## config.mk

```make
export PLATFORM = sky130hd
export DESIGN_NAME = fpm_menu_ctrl
export DESIGN_NICKNAME = d
export VERILOG_FILES = /design/src/rtl/fpm_pkg.sv /design/src/rtl/fpm_btn_if.sv /design/src/rtl/fpm_menu_ctrl.sv /design/src/rtl/fpm_debounce.sv /design/src/rtl/fpm_ticker.sv
export SDC_FILE = /design/constraint.sdc
export NUM_CORES = 1
export LEC_CHECK = 0
export BUFFER_PORTS_ARGS = -buffer_cell sky130_fd_sc_hd__buf_2
export CELL_PAD_IN_SITES_DETAIL_PLACEMENT = 1
export CELL_PAD_IN_SITES_GLOBAL_PLACEMENT = 2
export CORE_MARGIN = 3
export CORE_UTILIZATION = 35
export DETAILED_ROUTE_END_ITERATION = 7
export PLACE_DENSITY_LB_ADDON = 0.1
export SYNTH_ARGS = -nofsm -noshare
export SYNTH_HDL_FRONTEND = slang
export SYNTH_HIERARCHICAL = 1
export SYNTH_SLANG_ARGS = --single-unit
```

## constraint.sdc

```tcl
create_clock -name i_ref_clk -period 7.5 [get_ports i_ref_clk]
set_input_delay 0.375 -clock i_ref_clk [delete_from_list [all_inputs] [get_ports i_ref_clk]]
set_output_delay 0.375 -clock i_ref_clk [all_outputs]
set_load 0.05 [all_outputs]
```

## src/rtl/fpm_pkg.sv

```systemverilog
package fpm_pkg;

  // clock and timing
  localparam int CLK_HZ            = 50_000_000;
  localparam int DEBOUNCE_MS       = 10;
  localparam int DEBOUNCE_CYC      = (CLK_HZ / 1000) * DEBOUNCE_MS;
  localparam int TRIP_FLASH_S      = 4;
  localparam int TRIP_FLASH_CYC    = CLK_HZ * TRIP_FLASH_S;
  localparam int TRIP_FLASH_ON_MS  = 100;
  localparam int TRIP_FLASH_ON_CYC = (CLK_HZ / 1000) * TRIP_FLASH_ON_MS;
  localparam int BLINK_MS          = 1000;
  localparam int BLINK_CYC         = (CLK_HZ / 1000) * BLINK_MS;

  // pushbutton positions on the button vector
  localparam int BTN_CNT       = 9;
  localparam int BTN_VIEW_UP   = 0;
  localparam int BTN_VIEW_DOWN = 1;
  localparam int BTN_BACK      = 2;
  localparam int BTN_CHOOSE    = 3;
  localparam int BTN_RESET     = 4;
  localparam int BTN_EDIT_UP   = 5;
  localparam int BTN_EDIT_DOWN = 6;
  localparam int BTN_SAVE      = 7;
  localparam int BTN_BATTERY   = 8;

  // menu geometry
  localparam logic [3:0] PWR_ALT_CNT   = 4'h4;
  localparam logic [4:0] MAIN_ITEMS    = 5'h03;
  localparam logic [4:0] MAIN_METER    = 5'h00;
  localparam logic [4:0] MAIN_PROGRAM  = 5'h01;
  localparam logic [4:0] MAIN_TEST     = 5'h02;
  localparam logic [4:0] CURVE_TYPES   = 5'h03;
  localparam logic [4:0] METER_MAX     = 5'h16;
  localparam logic [4:0] TRIP_PAGES    = 5'h03;
  localparam int         FUNC_CNT      = 8;
  localparam logic [2:0] FUNC_GND0     = 3'h5;
  localparam logic [2:0] FUNC_NEUTRAL  = 3'h7;
  localparam logic [2:0] FUNC_VIS_3EL  = 3'h6;
  localparam logic [2:0] FUNC_VIS_4EL  = 3'h7;
  localparam logic [7:0] VAL_MAX       = 8'hFF;
  localparam logic [7:0] FACTORY_VAL   = 8'h00;
  localparam logic [1:0] FACTORY_CURVE = 2'h0;
  localparam logic [3:0] TEST_LVL_MAX  = 4'hF;

  typedef enum logic [3:0] {
    ST_BOOT   = 4'h0,
    ST_PWR_A  = 4'h1,
    ST_PWR_B  = 4'h2,
    ST_PROMPT = 4'h3,
    ST_MAIN   = 4'h4,
    ST_CURVE  = 4'h5,
    ST_EDIT   = 4'h6,
    ST_TEST   = 4'h7,
    ST_METER  = 4'h8,
    ST_TRIP   = 4'h9
  } fpm_state_type;

  function automatic logic [4:0] fpm_wrap_inc(input logic [4:0] v, input logic [4:0] cnt);
    return (v >= cnt - 5'h01) ? 5'h00 : v + 5'h01;
  endfunction : fpm_wrap_inc

  function automatic logic [4:0] fpm_wrap_dec(input logic [4:0] v, input logic [4:0] cnt);
    return (v == 5'h00 || v >= cnt) ? cnt - 5'h01 : v - 5'h01;
  endfunction : fpm_wrap_dec

  // list position to function slot; three-element units skip the ground slots
  function automatic logic [2:0] fpm_func_map(input logic [2:0] pos, input logic four_el);
    return (!four_el && pos == FUNC_GND0) ? FUNC_NEUTRAL : pos;
  endfunction : fpm_func_map

endpackage : fpm_pkg

```

## src/rtl/fpm_btn_if.sv

```systemverilog
`timescale 1ns/1ns
`default_nettype none
interface fpm_btn_if #(parameter int N = 9);
  logic [N-1:0] press;
  logic [N-1:0] level;
  modport src (output press, output level);
  modport dst (input press, input level);
endinterface : fpm_btn_if
`default_nettype wire

```

## src/rtl/fpm_menu_ctrl.sv

```systemverilog
// Behaviour
// - saved settings: alternate two messages, then main
// - no saved settings: hold setup prompt
// - back at prompt keeps factory, goes main
// - choose at prompt opens curve type item
// - choose adopts shown curve, enters elements
// - view arrows move function, edit arrows value
// - save commits edits, user set becomes active
// - view arrows scroll current menu entries
// - choose opens submenu of blinking item
// - back climbs one level toward main
// - test menu edit arrows change test level
// - save in test menu launches test when test level is not zero
// - battery button lights green when battery good
// - blink middle text when item selectable
// - meter submenu shows one to 22 screens
// - hide ground or neutral screens by model
// - reset clears cause LEDs, trip LED, data
// - view down shows timestamp, then current; logged
// - trip current is sixteen bits, 65535 max
// - alarm re-asserts after reset while present
// - back hides alarm message, LED stays lit
// - reset on meter screen resets its values
// - trip LED pulses every four seconds
`timescale 1ns/1ns
`default_nettype none
module fpm_menu_ctrl
  import fpm_pkg::*;
#(
  parameter int         P_DEBOUNCE_CYC   = DEBOUNCE_CYC,
  parameter int         P_TRIP_FLASH_CYC = TRIP_FLASH_CYC,
  parameter int         P_TRIP_ON_CYC    = TRIP_FLASH_ON_CYC,
  parameter int         P_BLINK_CYC      = BLINK_CYC,
  parameter logic [4:0] P_METER_MAX      = METER_MAX
)
(
  // clock and reset
  input  wire logic          i_ref_clk,
  input  wire logic          i_rst,
  // raw pushbuttons, high while pressed
  input  wire logic [8:0]    i_buttons,
  // device status
  input  wire logic          i_settings_saved,
  input  wire logic          i_four_element,
  input  wire logic          i_alarm_active,
  input  wire logic          i_battery_ok,
  input  wire logic [4:0]    i_meter_screens,
  // trip capture
  input  wire logic          i_trip_event,
  input  wire logic [3:0]    i_trip_cause,
  input  wire logic [15:0]   i_trip_current,
  input  wire logic [31:0]   i_trip_timestamp,
  // display
  output fpm_state_type      o_screen,
  output logic [4:0]         o_item,
  output logic               o_middle_blink,
  output logic [1:0]         o_curve_type,
  output logic [2:0]         o_func_index,
  output logic [7:0]         o_edit_value,
  output logic [7:0]         o_active_value,
  output logic               o_user_active,
  output logic               o_save_pulse,
  // self test
  output logic [3:0]         o_test_level,
  output logic               o_test_prompt,
  output logic               o_test_start,
  // meter
  output logic               o_meter_reset,
  output logic [4:0]         o_meter_screen,
  // trip data and log
  output logic               o_trip_data_valid,
  output logic [15:0]        o_trip_current,
  output logic [31:0]        o_trip_timestamp,
  output logic               o_log_write,
  // indicators
  output logic               o_trip_led,
  output logic [3:0]         o_cause_led,
  output logic               o_alarm_led,
  output logic               o_alarm_msg,
  output logic               o_battery_led
);
  if (P_METER_MAX < 5'h01 || P_METER_MAX > METER_MAX)
  begin : g_bad_meter_max
    $error("fpm_menu_ctrl: bad meter max");
  end

  ////////////////////////////////////////////////////////////////////////////////
  fpm_btn_if #(.N(BTN_CNT)) btn_bus ();

  fpm_debounce #(.N(BTN_CNT), .CNT(P_DEBOUNCE_CYC)) u_debounce (
    .i_ref_clk (i_ref_clk),
    .i_rst     (i_rst),
    .i_raw     (i_buttons),
    .btn       (btn_bus.src)
  );

  logic blink_tick;
  logic blink_on;
  logic flash_on;

  fpm_ticker #(.PERIOD(P_BLINK_CYC), .ON(P_BLINK_CYC / 2)) u_blink (
    .i_ref_clk (i_ref_clk),
    .i_rst     (i_rst),
    .o_tick    (blink_tick),
    .o_on      (blink_on)
  );

  // short pulse per period keeps the battery load low after a trip
  fpm_ticker #(.PERIOD(P_TRIP_FLASH_CYC), .ON(P_TRIP_ON_CYC)) u_flash (
    .i_ref_clk (i_ref_clk),
    .i_rst     (i_rst),
    .o_tick    (),
    .o_on      (flash_on)
  );

  ////////////////////////////////////////////////////////////////////////////////
  fpm_state_type state_q, state_d;
  logic [4:0]    idx_q, idx_d;
  logic [1:0]    curve_q, curve_d;
  logic [3:0]    alt_q, alt_d;
  logic [3:0]    lvl_q, lvl_d;
  logic [7:0]    pend_q [FUNC_CNT];
  logic [7:0]    act_q  [FUNC_CNT];
  logic          user_q;
  logic          trip_q;
  logic [3:0]    cause_q;
  logic          msg_q;
  logic          dismiss_q;

  wire p_vu    = btn_bus.press[BTN_VIEW_UP];
  wire p_vd    = btn_bus.press[BTN_VIEW_DOWN];
  wire p_choose = btn_bus.press[BTN_CHOOSE];
  wire p_reset = btn_bus.press[BTN_RESET];
  wire p_eu    = btn_bus.press[BTN_EDIT_UP];
  wire p_ed    = btn_bus.press[BTN_EDIT_DOWN];
  wire p_save  = btn_bus.press[BTN_SAVE];
  // a back press that dismisses an alarm message does not also climb a level
  wire p_back_alarm = btn_bus.press[BTN_BACK] && msg_q;
  wire p_back  = btn_bus.press[BTN_BACK] && !msg_q;

  wire [4:0] func_vis  = {2'b00, i_four_element ? FUNC_VIS_4EL : FUNC_VIS_3EL};
  wire [2:0] func_sel  = fpm_func_map(idx_q[2:0], i_four_element);
  wire [4:0] meter_cnt = (i_meter_screens == 5'h00) ? 5'h01 :
                         (i_meter_screens > P_METER_MAX) ? P_METER_MAX : i_meter_screens;
  wire [7:0] cur_val   = pend_q[func_sel];

  wire in_edit   = state_q == ST_EDIT;
  wire edit_up   = in_edit && p_eu && cur_val != VAL_MAX;
  wire edit_dn   = in_edit && p_ed && cur_val != 8'h00;
  wire commit    = p_save && (state_q == ST_EDIT || state_q == ST_CURVE);
  wire test_go   = state_q == ST_TEST && p_save && lvl_q != 4'h0;
  wire meter_rst = state_q == ST_METER && p_reset;
  wire trip_clr  = p_reset && !i_trip_event;
  wire selectable = state_q == ST_MAIN || state_q == ST_CURVE || state_q == ST_PROMPT;
  wire vu_next   = p_vu && !p_vd;
  wire vd_next   = p_vd && !p_vu;

  ////////////////////////////////////////////////////////////////////////////////
  always_comb
  begin
    state_d = state_q;
    idx_d   = idx_q;
    curve_d = curve_q;
    alt_d   = alt_q;
    lvl_d   = lvl_q;
    case (state_q)
      ST_BOOT:
      begin
        state_d = i_settings_saved ? ST_PWR_A : ST_PROMPT;
      end
      ST_PWR_A, ST_PWR_B:
      begin
        if (blink_tick)
        begin
          alt_d   = alt_q + 4'h1;
          state_d = (state_q == ST_PWR_A) ? ST_PWR_B : ST_PWR_A;
          if (alt_q == PWR_ALT_CNT - 4'h1)
          begin
            state_d = ST_MAIN;
          end
        end
      end
      ST_PROMPT:
      begin
        if (p_back || i_alarm_active)
        begin
          state_d = ST_MAIN;
        end
        else if (p_choose)
        begin
          state_d = ST_CURVE;
          idx_d   = {3'b000, curve_q};
        end
      end
      ST_MAIN:
      begin
        if (vu_next) idx_d = fpm_wrap_inc(idx_q, MAIN_ITEMS);
        if (vd_next) idx_d = fpm_wrap_dec(idx_q, MAIN_ITEMS);
        if (p_choose)
        begin
          idx_d = 5'h00;
          case (idx_q)
            MAIN_METER:   state_d = ST_METER;
            MAIN_PROGRAM: state_d = ST_CURVE;
            MAIN_TEST:    state_d = ST_TEST;
            default:      state_d = ST_MAIN;
          endcase
          if (idx_q == MAIN_PROGRAM) idx_d = {3'b000, curve_q};
        end
      end
      ST_CURVE:
      begin
        if (vu_next) idx_d = fpm_wrap_inc(idx_q, CURVE_TYPES);
        if (vd_next) idx_d = fpm_wrap_dec(idx_q, CURVE_TYPES);
        if (p_choose)
        begin
          curve_d = idx_q[1:0];
          state_d = ST_EDIT;
          idx_d   = 5'h00;
        end
        else if (p_back)
        begin
          state_d = ST_MAIN;
          idx_d   = MAIN_PROGRAM;
        end
      end
      ST_EDIT:
      begin
        if (vu_next) idx_d = fpm_wrap_inc(idx_q, func_vis);
        if (vd_next) idx_d = fpm_wrap_dec(idx_q, func_vis);
        if (p_back)
        begin
          state_d = ST_CURVE;
          idx_d   = {3'b000, curve_q};
        end
      end
      ST_TEST:
      begin
        if (p_eu && !p_ed && lvl_q != TEST_LVL_MAX) lvl_d = lvl_q + 4'h1;
        if (p_ed && !p_eu && lvl_q != 4'h0) lvl_d = lvl_q - 4'h1;
        if (p_back)
        begin
          state_d = ST_MAIN;
          idx_d   = MAIN_TEST;
        end
      end
      ST_METER:
      begin
        if (vu_next) idx_d = fpm_wrap_inc(idx_q, meter_cnt);
        if (vd_next) idx_d = fpm_wrap_dec(idx_q, meter_cnt);
        if (p_back)
        begin
          state_d = ST_MAIN;
          idx_d   = MAIN_METER;
        end
      end
      ST_TRIP:
      begin
        if (vd_next && idx_q < TRIP_PAGES - 5'h01) idx_d = idx_q + 5'h01;
        if (vu_next && idx_q != 5'h00) idx_d = idx_q - 5'h01;
        if (trip_clr)
        begin
          state_d = ST_MAIN;
          idx_d   = 5'h00;
        end
      end
      default:
      begin
        state_d = ST_BOOT;
      end
    endcase
    // a trip overrides every screen, the power-up prompt included
    if (i_trip_event)
    begin
      state_d = ST_TRIP;
      idx_d   = 5'h00;
    end
  end

  ////////////////////////////////////////////////////////////////////////////////
  always_ff @(posedge i_ref_clk or posedge i_rst)
  begin
    if (i_rst)
    begin
      state_q <= ST_BOOT;
      idx_q   <= 5'h00;
      curve_q <= FACTORY_CURVE;
      alt_q   <= 4'h0;
      lvl_q   <= 4'h0;
    end
    else
    begin
      state_q <= state_d;
      idx_q   <= idx_d;
      curve_q <= curve_d;
      alt_q   <= alt_d;
      lvl_q   <= lvl_d;
    end
  end

  // pending edits only reach the active set on save
  always_ff @(posedge i_ref_clk or posedge i_rst)
  begin
    if (i_rst)
    begin
      for (int i = 0; i < FUNC_CNT; i++)
      begin
        pend_q[i] <= FACTORY_VAL;
        act_q[i]  <= FACTORY_VAL;
      end
      user_q <= 1'b0;
    end
    else
    begin
      if (edit_up) pend_q[func_sel] <= cur_val + 8'h01;
      if (edit_dn) pend_q[func_sel] <= cur_val - 8'h01;
      if (commit)
      begin
        for (int i = 0; i < FUNC_CNT; i++) act_q[i] <= pend_q[i];
      end
      // the strap is caught on the first clocked cycle, never by the reset itself
      if (state_q == ST_BOOT) user_q <= i_settings_saved;
      else if (commit) user_q <= 1'b1;
    end
  end

  // trip capture; a new trip wins over a reset press in the same cycle
  always_ff @(posedge i_ref_clk or posedge i_rst)
  begin
    if (i_rst)
    begin
      trip_q            <= 1'b0;
      cause_q           <= 4'h0;
      o_trip_data_valid <= 1'b0;
      o_trip_current    <= 16'h0000;
      o_trip_timestamp  <= 32'h0000_0000;
      o_log_write       <= 1'b0;
    end
    else
    begin
      o_log_write <= i_trip_event;
      if (i_trip_event)
      begin
        trip_q            <= 1'b1;
        cause_q           <= cause_q | i_trip_cause;
        o_trip_data_valid <= 1'b1;
        o_trip_current    <= i_trip_current;
        o_trip_timestamp  <= i_trip_timestamp;
      end
      else if (trip_clr && trip_q)
      begin
        trip_q            <= 1'b0;
        cause_q           <= 4'h0;
        o_trip_data_valid <= 1'b0;
        o_trip_current    <= 16'h0000;
        o_trip_timestamp  <= 32'h0000_0000;
      end
    end
  end

  // a reset press drops the message for one cycle only if the alarm persists
  always_ff @(posedge i_ref_clk or posedge i_rst)
  begin
    if (i_rst)
    begin
      msg_q     <= 1'b0;
      dismiss_q <= 1'b0;
    end
    else
    begin
      dismiss_q <= i_alarm_active && (dismiss_q || p_back_alarm);
      msg_q     <= i_alarm_active && !dismiss_q && !p_back_alarm && !p_reset;
    end
  end

  ////////////////////////////////////////////////////////////////////////////////
  always_ff @(posedge i_ref_clk or posedge i_rst)
  begin
    if (i_rst)
    begin
      o_middle_blink <= 1'b0;
      o_trip_led     <= 1'b0;
      o_cause_led    <= 4'h0;
      o_alarm_led    <= 1'b0;
      o_battery_led  <= 1'b0;
      o_edit_value   <= 8'h00;
      o_active_value <= 8'h00;
      o_save_pulse   <= 1'b0;
      o_test_start   <= 1'b0;
      o_meter_reset  <= 1'b0;
    end
    else
    begin
      o_middle_blink <= selectable && blink_on;
      o_trip_led     <= trip_q && flash_on;
      o_cause_led    <= cause_q & {4{flash_on}};
      o_alarm_led    <= i_alarm_active;
      o_battery_led  <= btn_bus.level[BTN_BATTERY] && i_battery_ok;
      o_edit_value   <= cur_val;
      o_active_value <= act_q[func_sel];
      o_save_pulse   <= commit;
      o_test_start   <= test_go;
      o_meter_reset  <= meter_rst;
    end
  end

  assign o_screen       = state_q;
  assign o_item         = idx_q;
  assign o_curve_type   = curve_q;
  assign o_func_index   = func_sel;
  assign o_user_active  = user_q;
  assign o_test_level   = lvl_q;
  assign o_test_prompt  = state_q == ST_TEST && lvl_q != 4'h0;
  assign o_meter_screen = idx_q;
  assign o_alarm_msg    = msg_q;

endmodule : fpm_menu_ctrl
`default_nettype wire

```

## src/rtl/fpm_debounce.sv

```systemverilog
`timescale 1ns/1ns
`default_nettype none
module fpm_debounce
  import fpm_pkg::*;
#(
  parameter int N   = BTN_CNT,
  parameter int CNT = DEBOUNCE_CYC
)
(
  // clock and reset
  input  wire logic      i_ref_clk,
  input  wire logic      i_rst,
  // raw buttons, high while pressed
  input  wire logic [N-1:0] i_raw,
  // clean levels and press pulses
  fpm_btn_if.src         btn
);
  localparam int CW = (CNT < 2) ? 1 : $clog2(CNT + 1);

  if (CNT < 1 || N < 1)
  begin : g_bad_param
    $error("fpm_debounce: bad parameters");
  end

  genvar g;
  generate
    for (g = 0; g < N; g++)
    begin : g_btn
      logic [CW-1:0] cnt_q;
      logic          stable_q;
      logic          press_q;
      wire           differ  = i_raw[g] != stable_q;
      wire           settled = cnt_q == CW'(CNT - 1);
      always_ff @(posedge i_ref_clk or posedge i_rst)
      begin
        if (i_rst)
        begin
          cnt_q    <= '0;
          stable_q <= 1'b0;
          press_q  <= 1'b0;
        end
        else
        begin
          cnt_q    <= (differ && !settled) ? cnt_q + CW'(1) : '0;
          stable_q <= (differ && settled) ? i_raw[g] : stable_q;
          press_q  <= differ && settled && i_raw[g];
        end
      end
      assign btn.press[g] = press_q;
      assign btn.level[g] = stable_q;
    end
  endgenerate
endmodule : fpm_debounce
`default_nettype wire

```

## src/rtl/fpm_ticker.sv

```systemverilog
`timescale 1ns/1ns
`default_nettype none
module fpm_ticker
  import fpm_pkg::*;
#(
  parameter int PERIOD = BLINK_CYC,
  parameter int ON     = BLINK_CYC / 2
)
(
  // clock and reset
  input  wire logic i_ref_clk,
  input  wire logic i_rst,
  // one pulse per period, and a phase high for the first ON cycles
  output logic      o_tick,
  output logic      o_on
);
  localparam int CW = $clog2(PERIOD);

  if (PERIOD < 2 || ON < 1 || ON > PERIOD)
  begin : g_bad_param
    $error("fpm_ticker: bad parameters");
  end

  logic [CW-1:0] cnt_q;
  wire           wrap = cnt_q == CW'(PERIOD - 1);

  always_ff @(posedge i_ref_clk or posedge i_rst)
  begin
    if (i_rst)
    begin
      cnt_q  <= '0;
      o_tick <= 1'b0;
      o_on   <= 1'b0;
    end
    else
    begin
      cnt_q  <= wrap ? '0 : cnt_q + CW'(1);
      o_tick <= wrap;
      o_on   <= wrap || (cnt_q < CW'(ON - 1));
    end
  end
endmodule : fpm_ticker
`default_nettype wire

```

# After elaboration in Yosys (flattened, before gate mapping)

Cells that the tools add are included.

Equality and inequality tests: 46
Divide/modulo/power cells: 0
Shift operators: 0
Add/sub/neg operators: 20
Reductions and logical operators: 102
$lt $le $gt $ge: 12
Mux-type cells: 79
Bitwise gates (word level): 3
Multiply operators: 0

Operator list:

| operator                | count |
|---|---|
| $add A19 B1 Y19 const B | 9 |
| $eq A19 B19 Y1 const B  | 9 |
| $mux W19                | 9 |
| $mux W5                 | 26 |
| $bwmux W64              | 2 |
| $mux W64                | 2 |
| $mux W32                | 2 |
| $logic_and A1 B1 Y1     | 56 |
| $mux W4                 | 13 |
| $bmux W8 S3             | 2 |
| $mux W8                 | 5 |
| $pmux W5 S7             | 1 |
| $mux W16                | 2 |
| $pmux W4 S8             | 1 |
| $add A28 B1 Y28 const B | 1 |
| $eq A28 B28 Y1 const B  | 1 |
| $lt A28 B23 Y1 const B  | 1 |
| $mux W28                | 1 |
| $add A26 B1 Y26 const B | 1 |
| $eq A26 B26 Y1 const B  | 1 |
| $lt A26 B25 Y1 const B  | 1 |
| $mux W26                | 1 |
| $demux W8 S3            | 1 |
| $logic_not A1 Y1        | 19 |
| other kinds (47)        | 95 |

Output and inout port bits: 103
Input port bits: 73
Word-level logic and storage cells: 332
RAM bits: 0
Memories: 0
Bits in latches: 0
Bits in read-only memories: 0
Register bits after elaboration: 476

# Longest topological paths before layout

Gate-level depths: netlist of the first run.

Depth after elaboration: 12
Mapped depth: 19
Mapped depth without buffers: 14

# Modules after synthesis

Netlist of the first run, hierarchy kept.

By module, submodules not included:

| module               | area each (µm²) | sequential area each (µm²) | cells each | instances |
|---|---|---|---|---|
| fpm_menu_ctrl        | 12243.0         | 5780.5                     | 1151       | 1 |
| fpm_debounce         | 9399.0          | 4729.5                     | 953        | 1 |
| fpm_ticker (u_flash) | 1512.7          | 750.7                      | 146        | 1 |
| fpm_ticker (u_blink) | 1488.9          | 700.7                      | 145        | 1 |

# Least setup slack after synthesis of the first run

OpenSTA, ideal clock, no wires.

Kind: register to register
Start point: register idx_q[1], in the netlist o_item[1]
End point: register pend_q[59] (netlist bit)
Stages on the path, launching flop included: 20
Buffers on the path: 7
Data arrival time: 4514 ps
Required time: 7361 ps
Path slack: 2847 ps
Setup time: 139 ps
Period minus slack after synthesis: 4653 ps
Path through: dfrtp_1 > buf_6 > buf_6 > clkbuf_1 > inv_1 > ha_1 > nor2b_1 > clkbuf_1 > buf_2 > nor3_1 > a2111oi_2 > inv_1 > ha_1 > and2_1 > clkbuf_2 > a31oi_1 > buf_2 > mux2_1 > nor2_1 > a21oi_1

Word-level cells in the longest chain between the ends: 12
Elaborated cells on any way between the ends: 22
Those cells by class: add/sub (2); order compare (2); eq/ne (2); mux (10); bitwise (1); reduce/logical (5)

RTL lines:

| element                                           | RTL line                                   | RTL |
|---|---|---|
| start, declared                                   | fpm_menu_ctrl.sv:118                       | `logic [4:0] idx_q, idx_d;` |
| start signal, assigned                            | fpm_menu_ctrl.sv:294                       | `idx_q <= idx_d;` |
| $eq A3 B3 Y1                                      | fpm_pkg.sv:68                              | `return (!four_el && pos == FUNC_GND0) ? FUNC_NEUTRAL : pos;` |
| $logic_and A1 B1 Y1                               | fpm_pkg.sv:68                              |  |
| $mux W3 (*)                                       | fpm_pkg.sv:68                              |  |
| $not A3 Y4 (not written as such) (*)              | fpm_menu_ctrl.sv:145                       | `wire [7:0] cur_val = pend_q[func_sel];` |
| $bmux W8 S3 (*)                                   | fpm_menu_ctrl.sv:145                       |  |
| $mux W8 (not written as such) (*) (2 in a row)    | fpm_menu_ctrl.sv:145                       |  |
| net cur_val[0]                                    | fpm_menu_ctrl.sv:145                       |  |
| $add A8 B1 Y8 or $ne A8 B8 Y1 (tied branches)     | fpm_menu_ctrl.sv:315, fpm_menu_ctrl.sv:148 |  |
| $bwmux W64 or $logic_and A1 B1 Y1 (tied branches) | fpm_menu_ctrl.sv:315, fpm_menu_ctrl.sv:148 |  |
| $mux W64                                          | fpm_menu_ctrl.sv:315                       | `if (edit_up) pend_q[func_sel] <= cur_val + 8'h01;` |
| $bwmux W64                                        | fpm_menu_ctrl.sv:316                       | `if (edit_dn) pend_q[func_sel] <= cur_val - 8'h01;` |
| $mux W64 (*)                                      | fpm_menu_ctrl.sv:316                       |  |
| end signal, assigned by index                     | fpm_menu_ctrl.sv:315                       |  |
| end signal, assigned by index                     | fpm_menu_ctrl.sv:316                       |  |
| end, declared                                     | fpm_menu_ctrl.sv:122                       | `logic [7:0] pend_q [FUNC_CNT];` |

The timed path passes the listed nets; every way through them passes the cells marked *. The select of a mux whose other input is x is not followed.
A chain may end at the register's enable or synchronous reset.

# Final worst setup path of the first run

Start point: register idx_q[0], in the netlist o_item[0]
End point: register pend_q[0] (netlist bit)

Word-level cells in the longest chain between the ends: 12
Elaborated cells on any way between the ends: 22
Those cells by class: add/sub (2); order compare (2); eq/ne (2); mux (10); bitwise (1); reduce/logical (5)

RTL lines:

| element                                                              | RTL line |
|---|---|
| $eq A3 B3 Y1                                                         | fpm_pkg.sv:68 |
| $logic_and A1 B1 Y1                                                  | fpm_pkg.sv:68 |
| $mux W3 (*)                                                          | fpm_pkg.sv:68 |
| $not A3 Y4 (not written as such) (*)                                 | fpm_menu_ctrl.sv:145, fpm_menu_ctrl.sv:315, fpm_menu_ctrl.sv:316 |
| $bmux W8 S3, or another cell as far along                            | fpm_menu_ctrl.sv:145 |
| $mux W8 (not written as such) or $logic_and A1 B1 Y1 (tied branches) | fpm_menu_ctrl.sv:145, fpm_menu_ctrl.sv:315, fpm_menu_ctrl.sv:316 |
| $mux W8, on equally long branches                                    | fpm_menu_ctrl.sv:145, fpm_menu_ctrl.sv:315, fpm_menu_ctrl.sv:316 |
| $add A8 B1 Y8, or another cell as far along                          | fpm_menu_ctrl.sv:315 |
| $bwmux W64 or $logic_and A1 B1 Y1 (tied branches)                    | fpm_menu_ctrl.sv:315, fpm_menu_ctrl.sv:148 |
| $mux W64                                                             | fpm_menu_ctrl.sv:315 |
| $bwmux W64                                                           | fpm_menu_ctrl.sv:316 |
| $mux W64 (*)                                                         | fpm_menu_ctrl.sv:316 |

Every way passes the cells marked *; elsewhere a longest branch is shown, timed or not. The select of a mux whose other input is x is not followed.

==> summary.md, run 1 <==
| Metric | Value |
|---|---|
| Setup crit end kind | flip-flop |
| Max clock buf depth | 3 |
| Leak | ~12 nW |
| Core Area | slightly below 70000 um2 |
| Worst path max stage delay | 0.86 ns |
| Max cap viols | 0 |
| Overall Global Routing Usage | roughly a fifth |
| VDD IR max | 0.174 mV |
| Post-DP HPWL | a little under 50000 um |
| Die Span X | 271 um |
| Full die area | between 70000 and 80000 um2 |
| Max-slew violations | 0 |
| Clock tree sinks | between 400 and 500 |
| Die Ht | about 270 um |
| Final WS setup | between 2 and 3 ns |
| Reg2reg start | o_item[0]$_DFFE_PP0P_ |
| Fin nets | roughly 2.7k |
| WL final | 72000 um |
| Vias in the first global route | 20.2k |
| RD Place Congestion | slightly above 0.8 |
| Worst-path clk slew | about 0.060 ns |
| Overflow after GRT | 0 |
| First-pass DRT Iterations | 5 |
| # setup viols final | 0 |
| Antenna diodes | 0 |
| FMAX | 209 MHz |
| Tightest Pin Transition | 1.17 ns |
| Period utilization | ~64% |
| Max layer used | met5 |
| Slew HR | between 20% and 30% |
| Hold Path Stages | 3 |
| FILL cells | between 7k and 8k |
| Starting Density | 35.6% |
| CTS tree | built |
| Critical Path Start | o_item[0]$_DFFE_PP0P_ |
| First-pass GRT wire length | 115000 um |
| Wire length on met3 | between 2000 and 2500 um |
| Post_cts resized | 0 |
| Worst path most repeated cell | buf_4 |
| Met1 WL | about 33000 um |
| Post-route ant nets | 0 |
| # IOs | ~180 |
| Synth Warn # | 6 |
| Crit Path Class | reg2reg |
| Dpl ws | approximately 2.8 ns |
| Per-cell routed wire length | 20.2 um |
| Hold Violations, Final | 0 |
| CP cell instances | ha_1 > nor2b_1 > buf_4 > nor3_2 > buf_4 > a2111oi_4 > o2111ai_1 > o21ai_1 > inv_1 > nor2_1 > mux2_1 |
| FF-to-FF path depth | 11 |
| Largest net degree at the start of global routing | approximately 130 |
| Mapped cell area | 24500 um2 |
| IO Port Bufs | 175 |
| Clock root buffer | clkbuf_16 |
| Crit Path Max Fanout | 32 |
| Worst hold start | i_settings_saved |
| Worst-Skew Late Latency | between 0.6 and 0.7 ns |
| WL met2 | between 30000 and 40000 um |
| Area growth from synthesis to layout | 17.8% |
| Clock period minus worst slack | between 4 and 5 ns |
| Initial antenna violation count | 3 |
| Row count | 96 |
| Post-Syn Instances | about 2.4k |
| RSZ-0062 raised after global routing | no |
| Vias per Instance | between 5 and 6 |
| Total power | around 7.3 mW |
| Hold slack | around 0.054 ns |
| Postcts setup bufs | 0 |
| Share of cells above drive strength 1 | between 10% and 20% |
| Syn nets | 2494 |
| Critical Path AT | between 5 and 6 ns |
| Crit path launch type | flip-flop |
| Via count | about 19k |
| Pwr Density | ~250 nW/um2 |
| Clock Skew | 0.0265 ns |
| Status | finished clean |
| CP max stage cell | dfrtp_2 |
| Req. time, crit path | 8.00 ns |
| Post-route setup TNS | 0 ns |
| Hold Crit Class | in2reg |
| Post-route DRC | 0 |
| Final Util | a little over two fifths |
| Clock buffers created by TritonCTS | just under 60 |
| Iter 0 DRT Violations | roughly 1.0k |
| CTS H-Tree Depth | 2 |
| Mapped Avg Cell Area | between 10 and 15 um2 |
==> through the flow <==
| stage | instance area (um2) | std cells |
|---|---|---|
| 4_1_cts | 28800 | 3567 |
| 2_1_floorplan | 24500 | 2383 |
| 3_3_place_gp | 26200 | 3400 |
| 5_1_grt | 28900 | 3569 |
| 6_report | 28900 | 3569 |
| 3_5_place_dp | 26200 | 3400 |
==> cell usage in the layout, fill, tap and decap left out, types with 45 or more instances in the layout <==
master / n
inv_1: 71
xnor2_1: 121
dfrtp_1: 474
o21ai_0: 77
nand3_1: 109
mux2i_1: 45
buf_2: 175
a21oi_1: 122
a22o_1: 51
clkbuf_16: 58
xor2_1: 71
nor2_1: 243
nor3_1: 73
nor4_1: 53
nand2_1: 166
mux2_2: 70
nand4_1: 72
dlygate4sd3_1: 60
==> critical path: cells and delay by family (launching register included) <==
family / cells / cell delay, ns
simple gates: 3 / 0.54
mux: 1 / 0.35
flops: 1 / 0.86
compound gates: 3 / 1.83
buf+inv: 3 / 0.70
fa+ha+maj: 1 / 0.40
==> report_power, final <==
part | switching, mW | internal (mW) | leakage [nW]
sequential | 0.134 | 2.65 | 6.29
combinational | 1.08 | 0.461 | 5.12
clock | 1.17 | 1.81 | 0.991
total | 2.38 | 4.93 | 12.4
==> layout make-up <==
| type | instances | area [um2] | share of cell area, % |
|---|---|---|---|
| Clock buffer | 78 | 1650 | 5.70 |
| Tap cell | 931 | 1160 | 4.03 |
| Multi-Input combinational cell | 1720 | 11800 | 40.9 |
| Inverter | 76 | 300 | 1.04 |
| Sequential cell | 476 | 11900 | 41.3 |
| Timing Repair Buffer | 258 | 1660 | 5.75 |
| Clock inverter | 30 | 384 | 1.33 |
==> final timing paths <==
check,to,slack (ns)
worst max-delay path,pend_q[0]$_DFF_PP0_,2.71
worst min-delay path,o_user_active$_DFFE_PP0P_,0.05
worst max register to register,pend_q[0]$_DFF_PP0_,2.71
worst min register to register,u_debounce/g_btn[6].cnt_q[0]$_DFF_PP0_,0.46
max in group asynchronous,act_q[37]$_DFFE_PP0P_,5.42
min in group asynchronous,u_flash/cnt_q[23]$_DFF_PP0_,0.39
==> flip-flops by register name, summed over array words and instances, names as in the netlist, 2 cells and up <==
signal                     flops
u_debounce/g_btn.cnt_q       171
act_q                         64
pend_q                        64
o_trip_timestamp              32
u_flash/cnt_q                 28
u_blink/cnt_q                 26
o_trip_current                16
u_debounce/g_btn.stable_q      9
o_active_value                 8
o_edit_value                   8
u_debounce/g_btn.press_q       8
o_item                         5
alt_q                          4
cause_q                        4
o_cause_led                    4
o_screen                       4
o_test_level                   4
o_curve_type                   2
==> repair_timing <==
| action | in CTS | in global routing |
|---|---|---|
| endpoints found under the setup margin | 0 | 0 |
| endpoints found under the hold margin | 59 | 6 |
| hold buffers | 59 | 1 |
==> layer usage <==
| layer | GRT usage (%) | vias up |
|---|---|---|
| met5 | 0 | - |
| met4 | 5.41 | 2 |
| met3 | 2.44 | 104 |
| met2 | 32.7 | 247 |
| met1 | 26.2 | 9864 |
| li1 | - | 9049 |
Note: power is estimated with default switching activity, not from simulation.
==> run 2: changes to the inputs <==
==> constraint.sdc (replaced) <==
create_clock -name i_ref_clk -period 4.75 [get_ports i_ref_clk]
set_input_delay 0.2375 -clock i_ref_clk [delete_from_list [all_inputs] [get_ports i_ref_clk]]
set_output_delay 0.2375 -clock i_ref_clk [all_outputs]
set_load 0.05 [all_outputs]
==> run 2 against run 1 <==
Effect of this change:
- combinational power up 65%
- cell area up 0.48%
- core utilization up 0.20 points
- critical path depth up 2
- cell count up 0.42%
- global-route usage up 0.23 points
==> summary.md, run 2 (synthesis gave the netlist of run 1 again) <==
| Metric | Value |
|---|---|
| Status | finished clean |
| Sw power | 3.70 mW |
| Core Area | 68900 um2 |
| Power Internal | between 7 and 8 mW |
| Hold Violations, Final | 0 |
| Row count | between 90 and 100 |
| Critical Path End | pend_q[44]$_DFF_PP0_ |
| CTS tree | built |
| First-pass DRT Iterations | 7 |
| Die Ht | 271 um |
| FF-to-FF path depth | 13 |
| Reg2reg start | o_item[1]$_DFFE_PP0P_ |
| RD Place Congestion | just over 0.8 |
| Post-route setup TNS | 0 ns |
| Vias per Instance | ~5.4 |
| Overflow after GRT | 0 |
| Final Util | 42.1% |
| WL final | a little over 70000 um |
| Vias in the first global route | approximately 21k |
| Clock buffers created by TritonCTS | 55 |
| Max clock buf depth | 3 |
| CTS H-Tree Depth | 2 |
| Die Span X | around 270 um |
| Worst-path clk slew | approximately 0.06 ns |
| Worst-Skew Late Latency | around 0.62 ns |
| FMAX | 235 MHz |
| Overall Global Routing Usage | between 10% and 20% |
| Slew HR | ~24% |
| Crit Path Max Fanout | 12 |
| Reg power frac | 37.7% |
| Critical Path AT | 4.80 ns |
| Fin nets | 2718 |
| # setup viols final | 0 |
| Postcts setup bufs | 0 |
| Via count | ~19k |
| Iter 0 DRT Violations | slightly above 1k |
| Worst flop-to-flop path endpoint | pend_q[44]$_DFF_PP0_ |
| Hold Crit Class | in2async |
| Area growth from synthesis to layout | 18.3% |
| Clock root buffer | clkbuf_16 |
| Regs by FF count | u_debounce/g_btn.cnt_q: 171 flops, act_q: 64 flops, pend_q: 64 flops |
| Post-route ant nets | 0 |
| Max-slew violations | 0 |
| Most frequent cells in the layout | dfrtp_1 (474), nor2_1 (243), buf_2 (175) |
| Largest register by flop count | u_debounce/g_btn.cnt_q |
| Leak | about 12 nW |
| Clock tree sinks | between 400 and 500 |
| Per-cell routed wire length | about 20 um |
| Pwr Density | 398 nW/um2 |
| IO Port Bufs | roughly 180 |
| Post-DP HPWL | 50000 um |
| Period utilization | 89.7% |
| Fin cells | about 3.6k |
| Sw Share | 32.1% |
| Tightest Pin Transition | approximately 1.1 ns |
| Crit Path Class | reg2reg |
| Post-route DRC | 0 |
| Full die area | between 70000 and 80000 um2 |
| RSZ-0062 raised after global routing | no |
| Critical Path Start | o_item[1]$_DFFE_PP0P_ |
| Largest register FFs | approximately 170 |
| Starting Density | roughly 36% |
| Clock period minus worst slack | around 4.3 ns |
| Post_cts resized | 0 |
| VDD IR max | approximately 0.27 mV |
| Setup crit end kind | flip-flop |
| Clock group share of total power | between 40% and 50% |
| First-pass GRT wire length | between 100000 and 150000 um |
| Initial antenna violation count | 1 |
| Combinational Power Share | between 20% and 30% |
| # IOs | about 180 |
| Clock Skew | around 0.035 ns |
| Commonest non-fill, non-tap cell in the layout | dfrtp_1 |
| Hold Buf Count CTS | 65 |
| DP Cell Count | 3416 |
| FILL cells | between 7k and 8k |
| Req. time, crit path | ~5.3 ns |
| Setup slack, reg-to-reg | slightly below 0.5 ns |
| Largest net degree at the start of global routing | approximately 140 |
| Crit path launch type | flip-flop |
| Share of cells above drive strength 1 | ~17% |
| Max cap viols | 0 |
[run 2: cell types whose count changed in the layout (fill, tap and decap cells not counted), moves of 3 or more]
cell           change
buf_4             +12
clkinv_2           -6
dlygate4sd3_1      +5
clkbuf_1           +5
buf_12             +3
[run 2: final cells by class]
type | instances | area [um2] | share of cell area, %
antenna | 1 | 2.50 | 0.00863
clock buffer | 80 | 1600 | 5.52
clock inverter | 22 | 384 | 1.32
inverter | 76 | 293 | 1.01
multi-input combinational | 1720 | 11800 | 40.6
sequential | 476 | 11900 | 41.1
tap | 931 | 1160 | 4.02
timing repair buffer | 278 | 1860 | 6.42
[run 2: worst min path at each step]
stage / slack, ns / end / depth (start not counted) / startpoint
after detailed placement: 0.22 / u_debounce/g_btn[4].stable_q$_DFFE_PP0P_ / 2 / i_rst
after global placement: 0.22 / u_debounce/g_btn[4].stable_q$_DFFE_PP0P_ / 2 / i_rst
final: 0.14 / u_debounce/g_btn[4].stable_q$_DFFE_PP0P_ / 3 / i_rst
after global routing: 0.12 / u_debounce/g_btn[4].stable_q$_DFFE_PP0P_ / 3 / i_rst
after CTS: 0.10 / u_debounce/g_btn[4].stable_q$_DFFE_PP0P_ / 3 / i_rst
after floorplan: 0.27 / o_alarm_led$_DFF_PP0_ / 0 / i_alarm_active
[run 2: stage by stage]
stage	total power [mW]	setup slack (ns)	instance area, um2	hold WS [ns]
after floorplan	6.12	0.0965	24500	0.269
after detailed placement	6.92	0.589	26400	0.223
after global placement	6.89	0.784	26400	0.224
after global routing	12.1	0.216	29000	0.119
after CTS	11.7	0.560	29000	0.102
final	11.5	0.487	29000	0.137
[run 2: power groups by stage]
stage,sequential [mW],clock [mW],combinational (mW)
final,4.35,4.66,2.54
after global routing,4.37,5.02,2.74
after CTS,4.35,4.83,2.56
after detailed placement,4.42,0,2.50
after global placement,4.42,0,2.47
after floorplan,4.67,0,1.45
[run 2: per-layer routing]
layer | GRT usage, % | up-vias | share of wire, %
met4 | 4.90 | 0 | 2.3
met1 | 26.3 | 9942 | 46
met5 | 0 | - | 0
met3 | 2.93 | 111 | 3.3
li1 | - | 9069 | -
met2 | 33.2 | 251 | 49
[run 2: critical path, cell delays in order (launching register included)]
cell	delay [ns]
dfrtp_2	0.42
inv_1	0.06
buf_4	0.14
ha_1	0.29
nor2b_1	0.51
nor4b_1	0.15
a2111oi_2	0.66
inv_1	0.16
ha_1	0.24
nand2_1	0.55
nor2_1	0.16
xnor2_2	0.48
mux2i_1	0.17
mux2i_1	0.18
